===== src/hw/lan_flow_pkg.sv =====
// Package with the constants shared by the LAN flow bridge design.
package lan_flow_pkg;
    // APB register byte offsets.
    localparam logic [7:0] OFF_CONTROL   = 8'h00;
    localparam logic [7:0] OFF_STATUS    = 8'h04;
    localparam logic [7:0] OFF_IRQ_STAT  = 8'h08;
    localparam logic [7:0] OFF_IRQ_MASK  = 8'h0C;
    localparam logic [7:0] OFF_TOTAL     = 8'h10;
    localparam logic [7:0] OFF_ERRORS    = 8'h14;
    localparam logic [7:0] OFF_PER       = 8'h18;
    localparam logic [7:0] OFF_STATS_CLR = 8'h1C;
    localparam logic [7:0] OFF_PORT_STAT = 8'h20;
    // Control register fields.
    localparam int CTL_FLOW_EN  = 0;
    localparam int CTL_DAISY_EN = 1;
    localparam logic [31:0] CONTROL_RESET = 32'h0000_0000;
    localparam logic [31:0] MASK_RESET    = 32'h0000_0000;
    // Interrupt status bit positions.
    localparam int IRQ_DROP     = 0;
    localparam int IRQ_PAUSE    = 1;
    localparam int IRQ_MINOR    = 2;
    localparam int IRQ_MAJOR    = 3;
    localparam int IRQ_RX_ERROR = 4;
    localparam int IRQ_BITS     = 5;
    // Pause quanta values carried by pause frames.
    localparam logic [15:0] PAUSE_MAX  = 16'hFFFF;
    localparam logic [15:0] PAUSE_ZERO = 16'h0000;
    // Free-buffer thresholds in packet slots.
    localparam int LOW_WATER  = 2;
    localparam int HIGH_WATER = 4;
    // Fixed-point scale for the packet error rate, parts per 65536.
    localparam int PER_SHIFT = 16;
    // Link status encoding for each port.
    typedef enum logic [2:0]
    {
        LINK_DOWN       = 3'h0,
        LINK_UNRESOLVED = 3'h1,
        LINK_10_HALF    = 3'h2,
        LINK_10_FULL    = 3'h3,
        LINK_100_HALF   = 3'h4,
        LINK_100_FULL   = 3'h5
    } link_state_t;
    // Forwarding destinations for ingress frames.
    localparam logic [1:0] DEST_SAT  = 2'h0;
    localparam logic [1:0] DEST_LAN  = 2'h1;
    localparam logic [1:0] DEST_DROP = 2'h2;
endpackage


===== src/hw/per_divider.sv =====
// Sequential divider that yields the packet error rate as a scaled fraction.
`timescale 1ns/1ps
`default_nettype none
module per_divider #(
    parameter int CW = 32
) (
    input  wire logic          core_clk,
    input  wire logic          rst,
    input  wire logic          start,
    input  wire logic [CW-1:0] numer,
    input  wire logic [CW-1:0] denom,
    output logic               busy,
    output logic [31:0]        quotient
);
    localparam int NW = CW + lan_flow_pkg::PER_SHIFT;
    typedef struct packed
    {
        logic          run;
        logic [7:0]    step;
        logic [NW-1:0] num;
        logic [NW:0]   rem;
        logic [CW-1:0] den;
        logic [NW-1:0] quo;
        logic [31:0]   result;
    } div_state_t;
    div_state_t state;
    div_state_t next_state;
    logic [NW:0] trial;

    // Restoring division, one quotient bit per cycle; slow but small, and the rate only feeds a monitor.
    always_comb
    begin
        next_state = state;
        trial = '0;
        if (!state.run && start)
        begin
            next_state.run  = 1'b1;
            next_state.step = 8'(NW);
            next_state.num  = {numer, {lan_flow_pkg::PER_SHIFT{1'b0}}};
            next_state.den  = denom;
            next_state.rem  = '0;
            next_state.quo  = '0;
        end
        else if (state.run)
        begin
            trial = {state.rem[NW-1:0], state.num[NW-1]};
            next_state.num = {state.num[NW-2:0], 1'b0};
            if (trial >= (NW+1)'(state.den))
            begin
                next_state.rem = trial - (NW+1)'(state.den);
                next_state.quo = {state.quo[NW-2:0], 1'b1};
            end
            else
            begin
                next_state.rem = trial;
                next_state.quo = {state.quo[NW-2:0], 1'b0};
            end
            next_state.step = state.step - 8'h01;
            if (state.step == 8'h01)
            begin
                next_state.run = 1'b0;
                next_state.result = (state.den == '0) ? 32'h0000_0000 : 32'(next_state.quo);
            end
        end
    end

    // State register.
    always_ff @(posedge core_clk)
    begin
        if (rst)
            state <= '0;
        else
            state <= next_state;
    end

    assign busy     = state.run;
    assign quotient = state.result;
endmodule
`default_nettype wire


===== src/hw/ethernet_lan_flow_bridge.sv =====
// Ethernet LAN flow bridge: flow control, port-four forwarding, satellite statistics and link alarms.
// Behaviour
// - Flow control off: drop an ingress packet when no buffer slot is free.
// - Half duplex, flow on, buffer nearly full: force collision on sensed packet.
// - Half duplex: stop forcing collisions once free slots reach the high water mark.
// - Full duplex, flow on, buffer nearly full: send pause with maximum time.
// - After a maximum pause, send zero-time pause once space frees.
// - Daisy chain off: port-four traffic not for LAN goes to satellite.
// - Daisy chain on: all port-four traffic goes to LAN ports 1-3 only; the code still drops it when flow control is off and no slot is free.
// - Count every packet received from the satellite; the code skips one that arrives with a statistics clear.
// - Count satellite-received packets that carried errors.
// - Report packet error rate from error and total counts.
// - Statistics reset clears both total and error counters.
// - Each LAN port and WAN reports one of six link states.
// - All LAN ports down raises the minor transmit-activity alarm.
// - WAN down raises the major transmit and receive WAN alarm.
`timescale 1ns/1ps
`default_nettype none
module ethernet_lan_flow_bridge #(
    parameter int LAN_PORTS  = 4,
    parameter int CNT_W      = 32,
    parameter int FREE_W     = 8
) (
    input  wire logic              core_clk,
    input  wire logic              rst,
    input  wire logic              psel,
    input  wire logic              penable,
    input  wire logic              pwrite,
    input  wire logic [7:0]        paddr,
    input  wire logic [31:0]       pwdata,
    output logic                   pready,
    output logic [31:0]            prdata,
    output logic                   pslverr,
    input  wire logic [FREE_W-1:0] freeSlots,
    input  wire logic              halfDuplex,
    input  wire logic              ingressStart,
    input  wire logic              ingressCarrier,
    input  wire logic              ingressFromPortFour,
    input  wire logic              ingressForLan,
    output logic                   ingressValid,
    output logic [1:0]             ingressDest,
    output logic                   forceCollision,
    output logic                   pauseSend,
    output logic [15:0]            pauseQuanta,
    input  wire logic              pauseDone,
    input  wire logic              satPacket,
    input  wire logic              satPacketError,
    input  wire logic [2:0]        lanLinkState [LAN_PORTS],
    input  wire logic [2:0]        wanLinkState,
    output logic                   minorAlarm,
    output logic                   majorAlarm,
    output logic                   irq
);
    localparam int IRQ_W = lan_flow_pkg::IRQ_BITS;
    typedef struct packed
    {
        logic [31:0]          control;
        logic [IRQ_W-1:0]     irqStat;
        logic [IRQ_W-1:0]     irqMask;
        logic [CNT_W-1:0]     total;
        logic [CNT_W-1:0]     errors;
        logic                 nearFull;
        logic                 collide;
        logic                 paused;
        logic                 pauseReq;
        logic [15:0]          quanta;
        logic                 fwdValid;
        logic [1:0]           fwdDest;
        logic                 minor;
        logic                 major;
        logic [31:0]          rdata;
        logic                 divKick;
    } bridge_state_t;

    bridge_state_t state;
    bridge_state_t next_state;
    logic          apbWrite;
    logic          apbRead;
    logic          flowOn;
    logic          daisyOn;
    logic          noSpace;
    logic          spaceBack;
    logic          allLanDown;
    logic [IRQ_W-1:0] events;
    logic          divBusy;
    logic [31:0]   perValue;
    logic [31:0]   portWord;

    // The divider reruns after every counter change; a kick waits while a run is busy.
    per_divider #(
        .CW (CNT_W)
    ) rateDivider (
        .core_clk (core_clk),
        .rst      (rst),
        .start    (state.divKick),
        .numer    (state.errors),
        .denom    (state.total),
        .busy     (divBusy),
        .quotient (perValue)
    );

    // True for a port whose link is down.
    function automatic logic is_down(input logic [2:0] s);
        return s == 3'(lan_flow_pkg::LINK_DOWN);
    endfunction

    // Zero wait states: the slave never stretches.
    assign apbWrite = psel && penable && pwrite;
    assign apbRead  = psel && penable && !pwrite;
    assign pready   = 1'b1;

    // Control fields and buffer level comparisons.
    assign flowOn    = state.control[lan_flow_pkg::CTL_FLOW_EN];
    assign daisyOn   = state.control[lan_flow_pkg::CTL_DAISY_EN];
    assign noSpace   = (freeSlots == '0);
    assign spaceBack = (freeSlots >= FREE_W'(lan_flow_pkg::HIGH_WATER));

    // Link alarm conditions.
    always_comb
    begin
        allLanDown = 1'b1;
        portWord = 32'h0000_0000;
        for (int i = 0; i < LAN_PORTS; i++)
        begin
            allLanDown = allLanDown && is_down(lanLinkState[i]);
            portWord[3*i +: 3] = lanLinkState[i];
        end
        portWord[3*LAN_PORTS +: 3] = wanLinkState;
    end

    // All next-state logic of the bridge.
    always_comb
    begin
        next_state = state;
        next_state.fwdValid = 1'b0;
        next_state.divKick = state.divKick && divBusy;
        events = '0;

        // Nearly-full flag with hysteresis between low and high water marks.
        if (freeSlots <= FREE_W'(lan_flow_pkg::LOW_WATER))
            next_state.nearFull = 1'b1;
        else if (spaceBack)
            next_state.nearFull = 1'b0;

        // Half duplex backpressure: jam while a carrier is sensed and space is short.
        next_state.collide = flowOn && halfDuplex && next_state.nearFull && ingressCarrier;

        // Full duplex pause generation, one request at a time.
        if (state.pauseReq && pauseDone)
            next_state.pauseReq = 1'b0;
        if (flowOn && !halfDuplex && !state.pauseReq)
        begin
            if (!state.paused && next_state.nearFull)
            begin
                next_state.pauseReq = 1'b1;
                next_state.quanta   = lan_flow_pkg::PAUSE_MAX;
                next_state.paused   = 1'b1;
                events[lan_flow_pkg::IRQ_PAUSE] = 1'b1;
            end
            else if (state.paused && !next_state.nearFull)
            begin
                next_state.pauseReq = 1'b1;
                next_state.quanta   = lan_flow_pkg::PAUSE_ZERO;
                next_state.paused   = 1'b0;
            end
        end
        else if (!flowOn && !state.pauseReq)
            next_state.paused = 1'b0;

        // Ingress forwarding decision, one per packet start.
        if (ingressStart)
        begin
            next_state.fwdValid = 1'b1;
            if (!flowOn && noSpace)
            begin
                next_state.fwdDest = lan_flow_pkg::DEST_DROP;
                events[lan_flow_pkg::IRQ_DROP] = 1'b1;
            end
            else if (ingressFromPortFour && daisyOn)
                next_state.fwdDest = lan_flow_pkg::DEST_LAN;
            else if (ingressForLan)
                next_state.fwdDest = lan_flow_pkg::DEST_LAN;
            else
                next_state.fwdDest = lan_flow_pkg::DEST_SAT;
        end

        // Satellite statistics, with the clear request taking priority over counting.
        if (apbWrite && paddr == lan_flow_pkg::OFF_STATS_CLR && pwdata[0])
        begin
            next_state.total  = '0;
            next_state.errors = '0;
            next_state.divKick = 1'b1;
        end
        else if (satPacket)
        begin
            next_state.total = state.total + CNT_W'(1);
            if (satPacketError)
            begin
                next_state.errors = state.errors + CNT_W'(1);
                events[lan_flow_pkg::IRQ_RX_ERROR] = 1'b1;
            end
            next_state.divKick = 1'b1;
        end

        // Alarms and their rising-edge events.
        next_state.minor = allLanDown;
        next_state.major = is_down(wanLinkState);
        events[lan_flow_pkg::IRQ_MINOR] = allLanDown && !state.minor;
        events[lan_flow_pkg::IRQ_MAJOR] = next_state.major && !state.major;

        // Register writes; a new event wins over a write-one clear in the same cycle.
        if (apbWrite)
        begin
            unique case (paddr)
                lan_flow_pkg::OFF_CONTROL:  next_state.control = {30'h0000_0000, pwdata[1:0]};
                lan_flow_pkg::OFF_IRQ_STAT: next_state.irqStat = state.irqStat & ~pwdata[IRQ_W-1:0];
                lan_flow_pkg::OFF_IRQ_MASK: next_state.irqMask = pwdata[IRQ_W-1:0];
                default: ;
            endcase
        end
        next_state.irqStat = next_state.irqStat | events;

        // Read data is captured in the setup cycle so it stands during the access cycle.
        next_state.rdata = 32'h0000_0000;
        if (psel && !penable && !pwrite)
        begin
            unique case (paddr)
                lan_flow_pkg::OFF_CONTROL:   next_state.rdata = state.control;
                lan_flow_pkg::OFF_STATUS:    next_state.rdata = {25'h0, divBusy || state.divKick, state.paused,
                    state.nearFull, state.collide, state.minor, state.major, halfDuplex};
                lan_flow_pkg::OFF_IRQ_STAT:  next_state.rdata = 32'(state.irqStat);
                lan_flow_pkg::OFF_IRQ_MASK:  next_state.rdata = 32'(state.irqMask);
                lan_flow_pkg::OFF_TOTAL:     next_state.rdata = 32'(state.total);
                lan_flow_pkg::OFF_ERRORS:    next_state.rdata = 32'(state.errors);
                lan_flow_pkg::OFF_PER:       next_state.rdata = perValue;
                lan_flow_pkg::OFF_PORT_STAT: next_state.rdata = portWord;
                default: ;
            endcase
        end
    end

    // Single state register.
    always_ff @(posedge core_clk)
    begin
        if (rst)
        begin
            state <= '0;
            state.control <= lan_flow_pkg::CONTROL_RESET;
            state.irqMask <= IRQ_W'(lan_flow_pkg::MASK_RESET);
        end
        else
            state <= next_state;
    end

    // Unmapped addresses answer with an error and zero data.
    assign pslverr = psel && penable && (paddr > lan_flow_pkg::OFF_PORT_STAT || paddr[1:0] != 2'h0);

    // Outputs straight from the state register.
    assign prdata         = state.rdata;
    assign forceCollision = state.collide;
    assign pauseSend      = state.pauseReq;
    assign pauseQuanta    = state.quanta;
    assign ingressValid   = state.fwdValid;
    assign ingressDest    = state.fwdDest;
    assign minorAlarm     = state.minor;
    assign majorAlarm     = state.major;
    assign irq            = |(state.irqStat & state.irqMask);
endmodule
`default_nettype wire


===== config.mk =====
export PLATFORM = sky130hd
export DESIGN_NAME = ethernet_lan_flow_bridge
export DESIGN_NICKNAME = d
export VERILOG_FILES = /design/src/hw/lan_flow_pkg.sv /design/src/hw/per_divider.sv /design/src/hw/ethernet_lan_flow_bridge.sv
export SDC_FILE = /design/constraint.sdc
export NUM_CORES = 1
export LEC_CHECK = 0
export ABC_AREA = 1
export BUFFER_PORTS_ARGS = -buffer_cell sky130_fd_sc_hd__buf_2
export CAP_MARGIN = 40
export CELL_PAD_IN_SITES_DETAIL_PLACEMENT = 1
export CELL_PAD_IN_SITES_GLOBAL_PLACEMENT = 1
export CORE_MARGIN = 2
export CORE_UTILIZATION = 39
export DETAILED_ROUTE_END_ITERATION = 10
export PLACE_DENSITY = 0.85
export RECOVER_POWER = 100
export SYNTH_ARGS = -nofsm -noshare
export SYNTH_HDL_FRONTEND = slang
export SYNTH_SLANG_ARGS = --single-unit

===== constraint.sdc =====
create_clock -name core_clk -period 2.1 [get_ports core_clk]
set_clock_uncertainty 0.2 [all_clocks]
set_input_delay 0.21 -clock core_clk [delete_from_list [all_inputs] [get_ports core_clk]]
set_output_delay 0.21 -clock core_clk [all_outputs]
set_load 0.05 [all_outputs]

== Word-level counts from Yosys, hierarchy flattened ==
Index checks and enable logic that the tools add are counted.
Operators by class
  add/subtract/negate cells: 4
  magnitude comparators: 4
  equality and inequality tests: 10
  multiplexer cells: 31
  bitwise gates (word level): 6
  reduce and logical (&&, ||, !) cells: 59
Operator list (count)
  $pmux W32 S8: 1
  $mux W106: 2
  $add A32 B1 Y32 const B: 2
  $ge A49 B32 Y1: 1
  $mux W49: 1
  $sub A49 B32 Y49: 1
  $mux W18: 2
  $eq A8 B5 Y1 const B: 4
  $logic_not A32 Y1: 1
  $mux W32: 1
  $logic_and A1 B1 Y1: 25
  $mux W1: 18
  $mux W17: 1
  $eq A8 B4 Y1 const B: 2
  $logic_not A8 Y1: 2
  $logic_not A3 Y1: 5
  $and A5 B5 Y5: 2
  $logic_not A1 Y1: 10
  $mux W10: 1
  $mux W5: 2
  $reduce_and A2 Y1: 5
  $eq A8 B1 Y1 const B: 1
  $eq A8 B3 Y1 const B: 1
  $eq A8 B6 Y1 const B: 1
  other kinds (15): 22
Storage, ports and cells
  register bits: 319
  output and inout port bits: 58
  word-level logic and storage cells: 138

== Logic depth before layout (Yosys ltp) ==
Gate-level depths: netlist (run 1).
  word-level depth: 8
  gate-level depth with buffers: 17

== By module ==
From an unflattened synthesis (run 1), not the netlist that was laid out.
Unflattened totals
  cell total of the unflattened synthesis: 2911
  area, all modules: 18347.6 um2
Modules (own cells, without submodules)
  per_divider: instances 1, cells an instance 1865, area each 11498.5 um2
  ethernet_lan_flow_bridge: instances 1, cells an instance 1046, area each 6849.1 um2

== Worst setup path after synthesis (run 1) ==
Ideal clock, no wire load.
  kind: input -> output
  from: input port paddr[2]
  to: output port pslverr
  arrival time: 2.041 ns
  data required time: 1.690 ns
  setup slack: -0.351 ns
  cell stages on the path: 7
  buffers on the path: 1
  cell sequence: inv_1 nand3_1 inv_1 nand4_1 clkbuf_1 a21oi_1 nor3_1
On the way
  cells in the longest elaborated chain, start to end: 3
RTL lines
  from (decl): RTL line ethernet_lan_flow_bridge.sv:29  | input wire logic [7:0] paddr,
  $gt A8 B6 Y1: RTL line ethernet_lan_flow_bridge.sv:256  | assign pslverr = psel && penable && (paddr > lan_flow_pkg::OFF_PORT_STAT || paddr[1:0] != 2'h0);
  $logic_or A1 B1 Y1: RTL line ethernet_lan_flow_bridge.sv:256
  $logic_and A1 B1 Y1: RTL line ethernet_lan_flow_bridge.sv:256
  to (decl): RTL line ethernet_lan_flow_bridge.sv:33  | output logic pslverr,
Every way passes these cells.

== Worst setup path after layout (run 1) ==
  from: register state[91] (netlist bit)
  to: register state[104] (netlist bit)
On the way
  cells in the longest elaborated chain, start to end: 1
RTL lines
  from (decl): RTL line ethernet_lan_flow_bridge.sv:75  | bridge_state_t state;
  from (signal assigned): RTL line ethernet_lan_flow_bridge.sv:252  | state <= next_state;
  $add A32 B1 Y32: RTL line ethernet_lan_flow_bridge.sv:196  | next_state.total = state.total + CNT_W'(1);
Every way passes these cells.
A chain may end at the register's enable or synchronous reset.

==> results of run 1 <==
[synth_stat cells, types with 5 or more instances]
master    number
buf_2          7
buf_4         53
nor2_2         9
nand3b_1       6
a21oi_1      184
nor3_1        53
dfxtp_1      303
clkbuf_1      72
nand2_1      794
xor2_1        32
buf_1          7
xnor2_1        5
a31oi_1        6
inv_1        443
nor4_1        10
a221oi_1      18
nand4_1       63
o21ai_0      104
ha_1          38
nor2_1       220
inv_2          5
nand3_1      187
o22ai_1       38
[area by class of cell]
cell class	count	area (µm²)
tap	585	732
inverter	452	1720
timing repair buffer	502	3880
fill	5527	18700
multi-input combinational	1803	10500
antenna	1	2.50
sequential	303	6180
clock buffer	48	1070
clock inverter	19	319
[power groups by stage]
stage	combinational, mW	clock [mW]	sequential, mW
finish	12.2	7.68	6.19
detailed placement	8.18	0	6.24
floorplan	4.60	0	6.20
global placement	7.86	0	6.23
global route	12.7	7.86	6.19
CTS	9.43	7.41	6.15
[metrics by stage]
step                hold slack (ns)  cells  setup slack, ns  area (µm²)  power, mW
CTS                         0.00438   3673           -0.240       23000       23.0
floorplan                    0.0980   2701          -0.0802       17500       10.8
global route                 0.0557   3712           -0.761       24400       26.7
finish                       0.0254   3713           -0.815       24400       26.1
global placement              0.254   3541           -0.365       20400       14.1
detailed placement            0.260   3541           -0.566       20400       14.4
[per-layer routing]
metal | wire (µm) | share of wire [%] | vias up | track usage (%)
met3 | 10300 | 10 | 873 | 7.31
met1 | 34000 | 33 | 11000 | 38.9
li1 | - | - | 9290 | -
met5 | 24 | 0.023 | - | 0
met2 | 46800 | 46 | 1765 | 64.7
met4 | 11200 | 11 | 4 | 26.2
[worst max path at each step]
stage	slack (ns)	endpoint	depth (start not counted)	startpoint
after floorplan	-0.08	rateDivider.state[131]	15	rateDivider.state[107]
after global placement	-0.37	rateDivider.state[140]	15	rateDivider.state[89]
after detailed placement	-0.57	rateDivider.state[141]	15	rateDivider.state[86]
after CTS	-0.24	rateDivider.state[134]	14	rateDivider.state[139]
after global routing	-0.76	state[104]	10	state[91]
final	-0.81	state[104]	10	state[91]
[logic make-up (layout without fill, tap and decap cells)]
logic type,Yosys count,in the layout,synth area share (%)
buffers and inverters,595,1021,14.4
other,1,2,0.0219
adder cells (fa/ha/maj),39,39,2.90
AND/OR/NAND/NOR,1362,1362,33.6
AO/OA/AOI/OAI,364,364,11.6
flip-flops,303,303,35.5
XOR/XNOR,37,37,1.90
[what timing repair did]
action / 4_1_cts / 5_1_grt
pin swaps: 71 / 117
cloned: 0 / 5
gates resized for setup: 230 / 331
setup buffers: 29 / 37
setup endpoints to repair: 61 / 133
hold buffers: 36 / 0
endpoints found under the hold margin: 40 / 0
[flip-flops by register name (all words and copies together), names as in the netlist]
signal	cells
daisyOn	1
flowOn	1
forceCollision	1
ingressDest	2
ingressValid	1
majorAlarm	1
minorAlarm	1
pauseQuanta	1
pauseSend	1
prdata	32
rateDivider.busy	1
rateDivider.quotient	32
rateDivider.state	151
state	77
[tightest hold or removal path, stage by stage]
cell and delay (ns):
buf_2 0.10, nor3_2 0.06, buf_4 0.15, a31oi_1 0.17, a21oi_1 0.08
==> metrics.txt, run 1 <==
Port Buf Inserts=105; Detailed Route WL=around 100,000 µm; total number of vias=approximately 23,000; FF+latch count, synth=about 300; Net Sw Frac=42.5%; max cap viols=0; Fin Setup TNS=-31.87 ns; hold-critical path depth=5; Buf/Inv on CP=1; ANT nets after route=0; DRT iter0 DRCs=roughly 2,400; Nets=between 3,000 and 4,000; Post-synth top flop=dfxtp_1; crit-path max cell delay=around 0.66 ns; Row Count=76; TritonCTS buffer count=37; Setup WS post-layout=-0.815 ns; CTS tree=yes; Clock Tree Buf Depth=3; Worst Path Arrival=3.12 ns; Static Leak=roughly 11 nW; sequential element share of the synthesized area=roughly 35%; RSZ-0062 raised after global routing=true; crit path cell chain=ha_2 -> nand2_1 -> buf_4 -> nor2_2 -> nand2_2 -> nor2_4 -> nand2_2 -> nor2_4 -> a21oi_1 -> nor3_2; post-synth cell types=between 40 and 50; Sequential Power Share=23.8%; Power Density=about 1100 mW/mm²; Starting Density=between 30% and 40%; final core utilization=a little under three fifths; area grow syn2layout=43.0%; Synth Net Count=2,816; VDD IR max=0.000684 V; fmax=between 300 and 400 MHz; clock network power share=29.5%; post-DR vias/cell=~6.2; Core Area=roughly 0.043 mm²; wire per inst=roughly 28 µm; Int Pwr=about 15 mW; die width=approximately 210 µm; first-pass GRT wire length=~130,000 µm; placer congestion estimate=around 1; HP Class=in2reg; crit path time final=2.91 ns; number of antenna violations at the first check in global routing=6; Synth Cell Area=about 0.017 mm²; drt first pass iters=9; DIE AREA=approximately 0.046 mm²; GRT Overall Usage=a little over a third; Overflow after GRT=0; min-delay src=paddr[3]; Synth area leaders=dfxtp_1 35%, nand2_1 17%, inv_1 9.7%; critical path's top delay family=simple AND/OR/NAND/NOR gates; area leader, netlist=dfxtp_1; clock latency on the worst-skew pair=0.62 ns; NetSw=about 11 mW; clk sinks=around 300; clock root buffer master=clkbuf_16; vias in the first global route=around 23,000; Max-slew headroom=roughly two fifths; share of layout cells above drive strength 1=30.9%; Slew Limit Fails=0; Crit Reg-Reg Startpoint=state[91]; period utilization=139%; Clock transition at path regs=about 0.08 ns; status=finished, violations left; CP Capture Type=register; I/O Pins=134; Residual DRC=0; synthesized area per cell=6.33 µm²; Worst R2R Path Depth=10; largest net degree at the start of global routing=between 60 and 70; H-tree levels=2; DP Wirelength=slightly above 50,000 µm; CP startpoint kind=register; failing checks=negative setup slack; Yosys Warn Count=0; Post-synth EDFFs=0; Slowest cell on crit path=nor3_2; # setup viols final=approximately 130; combinational fraction of design power=46.8%; async set-reset flop share out of synthesis=0%; Crit Reg-Reg Endpoint=state[104]; worst-path maximum fanout=3; Req. time, crit path=roughly 2.3 ns; Final Hold Fails=0; Die H=between 200 and 250 µm; Worst-Margin Slew=between 0.9 and 1 ns; commonest non-fill, non-tap cell in the layout=nand2_1; Crit Path Category=reg2reg; Yosys top cell area share=a little over a third; Synth Instances=approximately 2,700; most frequent cells in the layout=664 x nand2_1, 382 x inv_1, 315 x buf_4; R2R setup slack=-0.81 ns; Worst Hold End=prdata[2]
(Power assumes the default switching activity.)
==> run 2: changes to the inputs <==
Settings changed: ABC_CLOCK_PERIOD_IN_PS from default to 2100, CAP_MARGIN 40 to default, CORE_UTILIZATION 39 to 40, CTS_BUF_LIST from default to sky130_fd_sc_hd__clkbuf_4 sky130_fd_sc_hd__clkbuf_8, PLACE_DENSITY 0.85 to 0.87.
==> metrics.txt, run 2 (synthesized netlist as in run 1, its figures left out) <==
Power Density=roughly 1000 mW/mm²; total number of vias=23,500; total placed cells including tap cells=between 3,000 and 4,000; H-tree levels=2; Clock transition at path regs=about 0.09 ns; Setup WS post-layout=-1.80 ns; Net Sw Frac=between 40 and 50%; CTS tree=yes; CP startpoint kind=register; Most flops, register=rateDivider.state; placer congestion estimate=a little under 1; post-route cell area=0.0243 mm²; NetSw=between 10 and 15 mW; clock latency on the worst-skew pair=about 0.75 ns; largest net degree at the start of global routing=a little under 60; crit path time final=a little under 4 ns; GRT Overall Usage=between 30% and 40%; Sequential Power Share=between 20% and 30%; Starting Density=about two fifths; Overflow after GRT=0; status=finished, violations left; Largest regs=rateDivider.state x151, state x77; most frequent cells in the layout=671 x nand2_1, 399 x inv_1, 336 x buf_4; combinational fraction of design power=48.3%; DIE AREA=between 0.04 and 0.05 mm²; crit path cell chain=ha_4 -> nand2_4 -> nor2_4 -> nand2_2 -> nor2_4 -> nand2_2 -> o21ai_4 -> nor2_4 -> buf_4 -> buf_16 -> nand3b_1 -> nand3_1 -> a21oi_1; Worst-Margin Slew=1.12 ns; Buf/Inv on CP=2; max cap viols=0; Row Count=75; Req. time, crit path=~2.4 ns; DP Wirelength=roughly 52,000 µm; clock network power share=between 20 and 30%; Placed Area=0.0205 mm²; cell with the most instances on the worst path=nor2_4; Core Area=about 0.042 mm²; failing checks=negative hold slack, negative setup slack; ANT nets after route=0; share of layout cells above drive strength 1=roughly a third; vias in the first global route=22,800; Worst Path Arrival=4.20 ns; Residual DRC=0; HP Class=in2reg; Largest register FFs=between 150 and 200; Int Pwr=~14 mW; Die H=211 µm; Slew Limit Fails=0; first-pass GRT wire length=~130,000 µm; I/O Pins=134; Detailed Route WL=between 100,000 and 150,000 µm; Slowest cell on crit path=a21oi_1; DRT iter0 DRCs=about 2,500; drt first pass iters=6; number of antenna violations at the first check in global routing=10; commonest non-fill, non-tap cell in the layout=nand2_1; Clock Tree Buf Depth=3; wire per inst=28.8 µm; period utilization=186%; worst-path maximum fanout=13; crit-path max cell delay=0.88 ns; Hold Slack=-0.000847 ns; Max-slew headroom=between 20% and 30%; TritonCTS buffer count=between 50 and 60; Nets=between 3,000 and 4,000; Post-Layout Cell Count=~3,700; Final Hold Fails=1; post-DR vias/cell=approximately 6.3; die width=~210 µm; Port Buf Inserts=about 110; critical path's top delay family=compound AO/OA/AOI/OAI gates; CP Capture Type=register; fmax=roughly 260 MHz; VDD IR max=0.000515 V; clk sinks=between 300 and 400; Fin Setup TNS=-70.39 ns; Crit Path Category=reg2reg; Static Leak=between 10 and 15 nW; clock root buffer master=clkbuf_8; # setup viols final=150; area grow syn2layout=42.3%; RSZ-0062 raised after global routing=true
==> run 2: power by group through the flow <==
stage                     clock network, mW  logic [mW]  registers, mW
after global routing                   7.13        12.7           6.19
after floorplan                           0        4.60           6.20
after CTS                              6.63        9.34           6.13
after global placement                    0        7.92           6.22
after detailed placement                  0        8.22           6.24
final                                  6.97        12.3           6.20
==> run 2: worst paths after layout <==
path                                        startpoint                       end  slack (ns)  depth (start not counted)
worst min-delay path                          paddr[4]                 prdata[2]     -0.0008                          6
worst max-delay path            rateDivider.state[128]    rateDivider.state[135]       -1.80                         13
worst max register to register  rateDivider.state[128]    rateDivider.state[135]       -1.80                         13
worst min register to register   rateDivider.state[42]  rateDivider.quotient[11]        0.28                          2
==> run 2: cell type report <==
cell class,instances,area (µm²)
antenna,5,12.5
timing repair buffer,531,4220
inverter,452,1710
clock buffer,80,1040
fill,5425,17700
tap,539,674
clock inverter,19,238
multi-input combinational,1803,10300
sequential,303,6150
==> run 2: repair_timing <==
item,in CTS,in global routing
pin swaps,55,83
gates resized for setup,144,343
setup endpoints to repair,86,146
endpoints found under the hold margin,84,0
buffers inserted,32,27
hold buffers,51,0
gates cloned,2,5
==> run 2: per-layer routing <==
layer / wire length (µm) / up-vias / global-route usage, %
met5: 23 / - / 0
met4: 12300 / 4 / 25.4
met3: 12300 / 994 / 6.41
met2: 47800 / 1963 / 65.4
met1: 35000 / 11100 / 40.5
li1: - / 9414 / -
==> run 2: metrics by stage <==
stage	setup slack, ns	hold slack (ns)	power [mW]	utilization, %
floorplan	-0.0802	0.0980	10.8	-
detailed placement	-0.452	0.252	14.5	48.8
global route	-1.63	0.0240	26.1	57.9
global placement	-0.347	0.248	14.1	48.8
finish	-1.80	-0.000847	25.5	57.9
CTS	-0.314	0.0134	22.1	54.8
==> run 2: tightest hold or removal path, stage by stage <==
cell,delay (ns)
buf_2,0.12
buf_4,0.12
nor2_4,0.05
buf_4,0.16
a31oi_1,0.17
a21oi_1,0.08
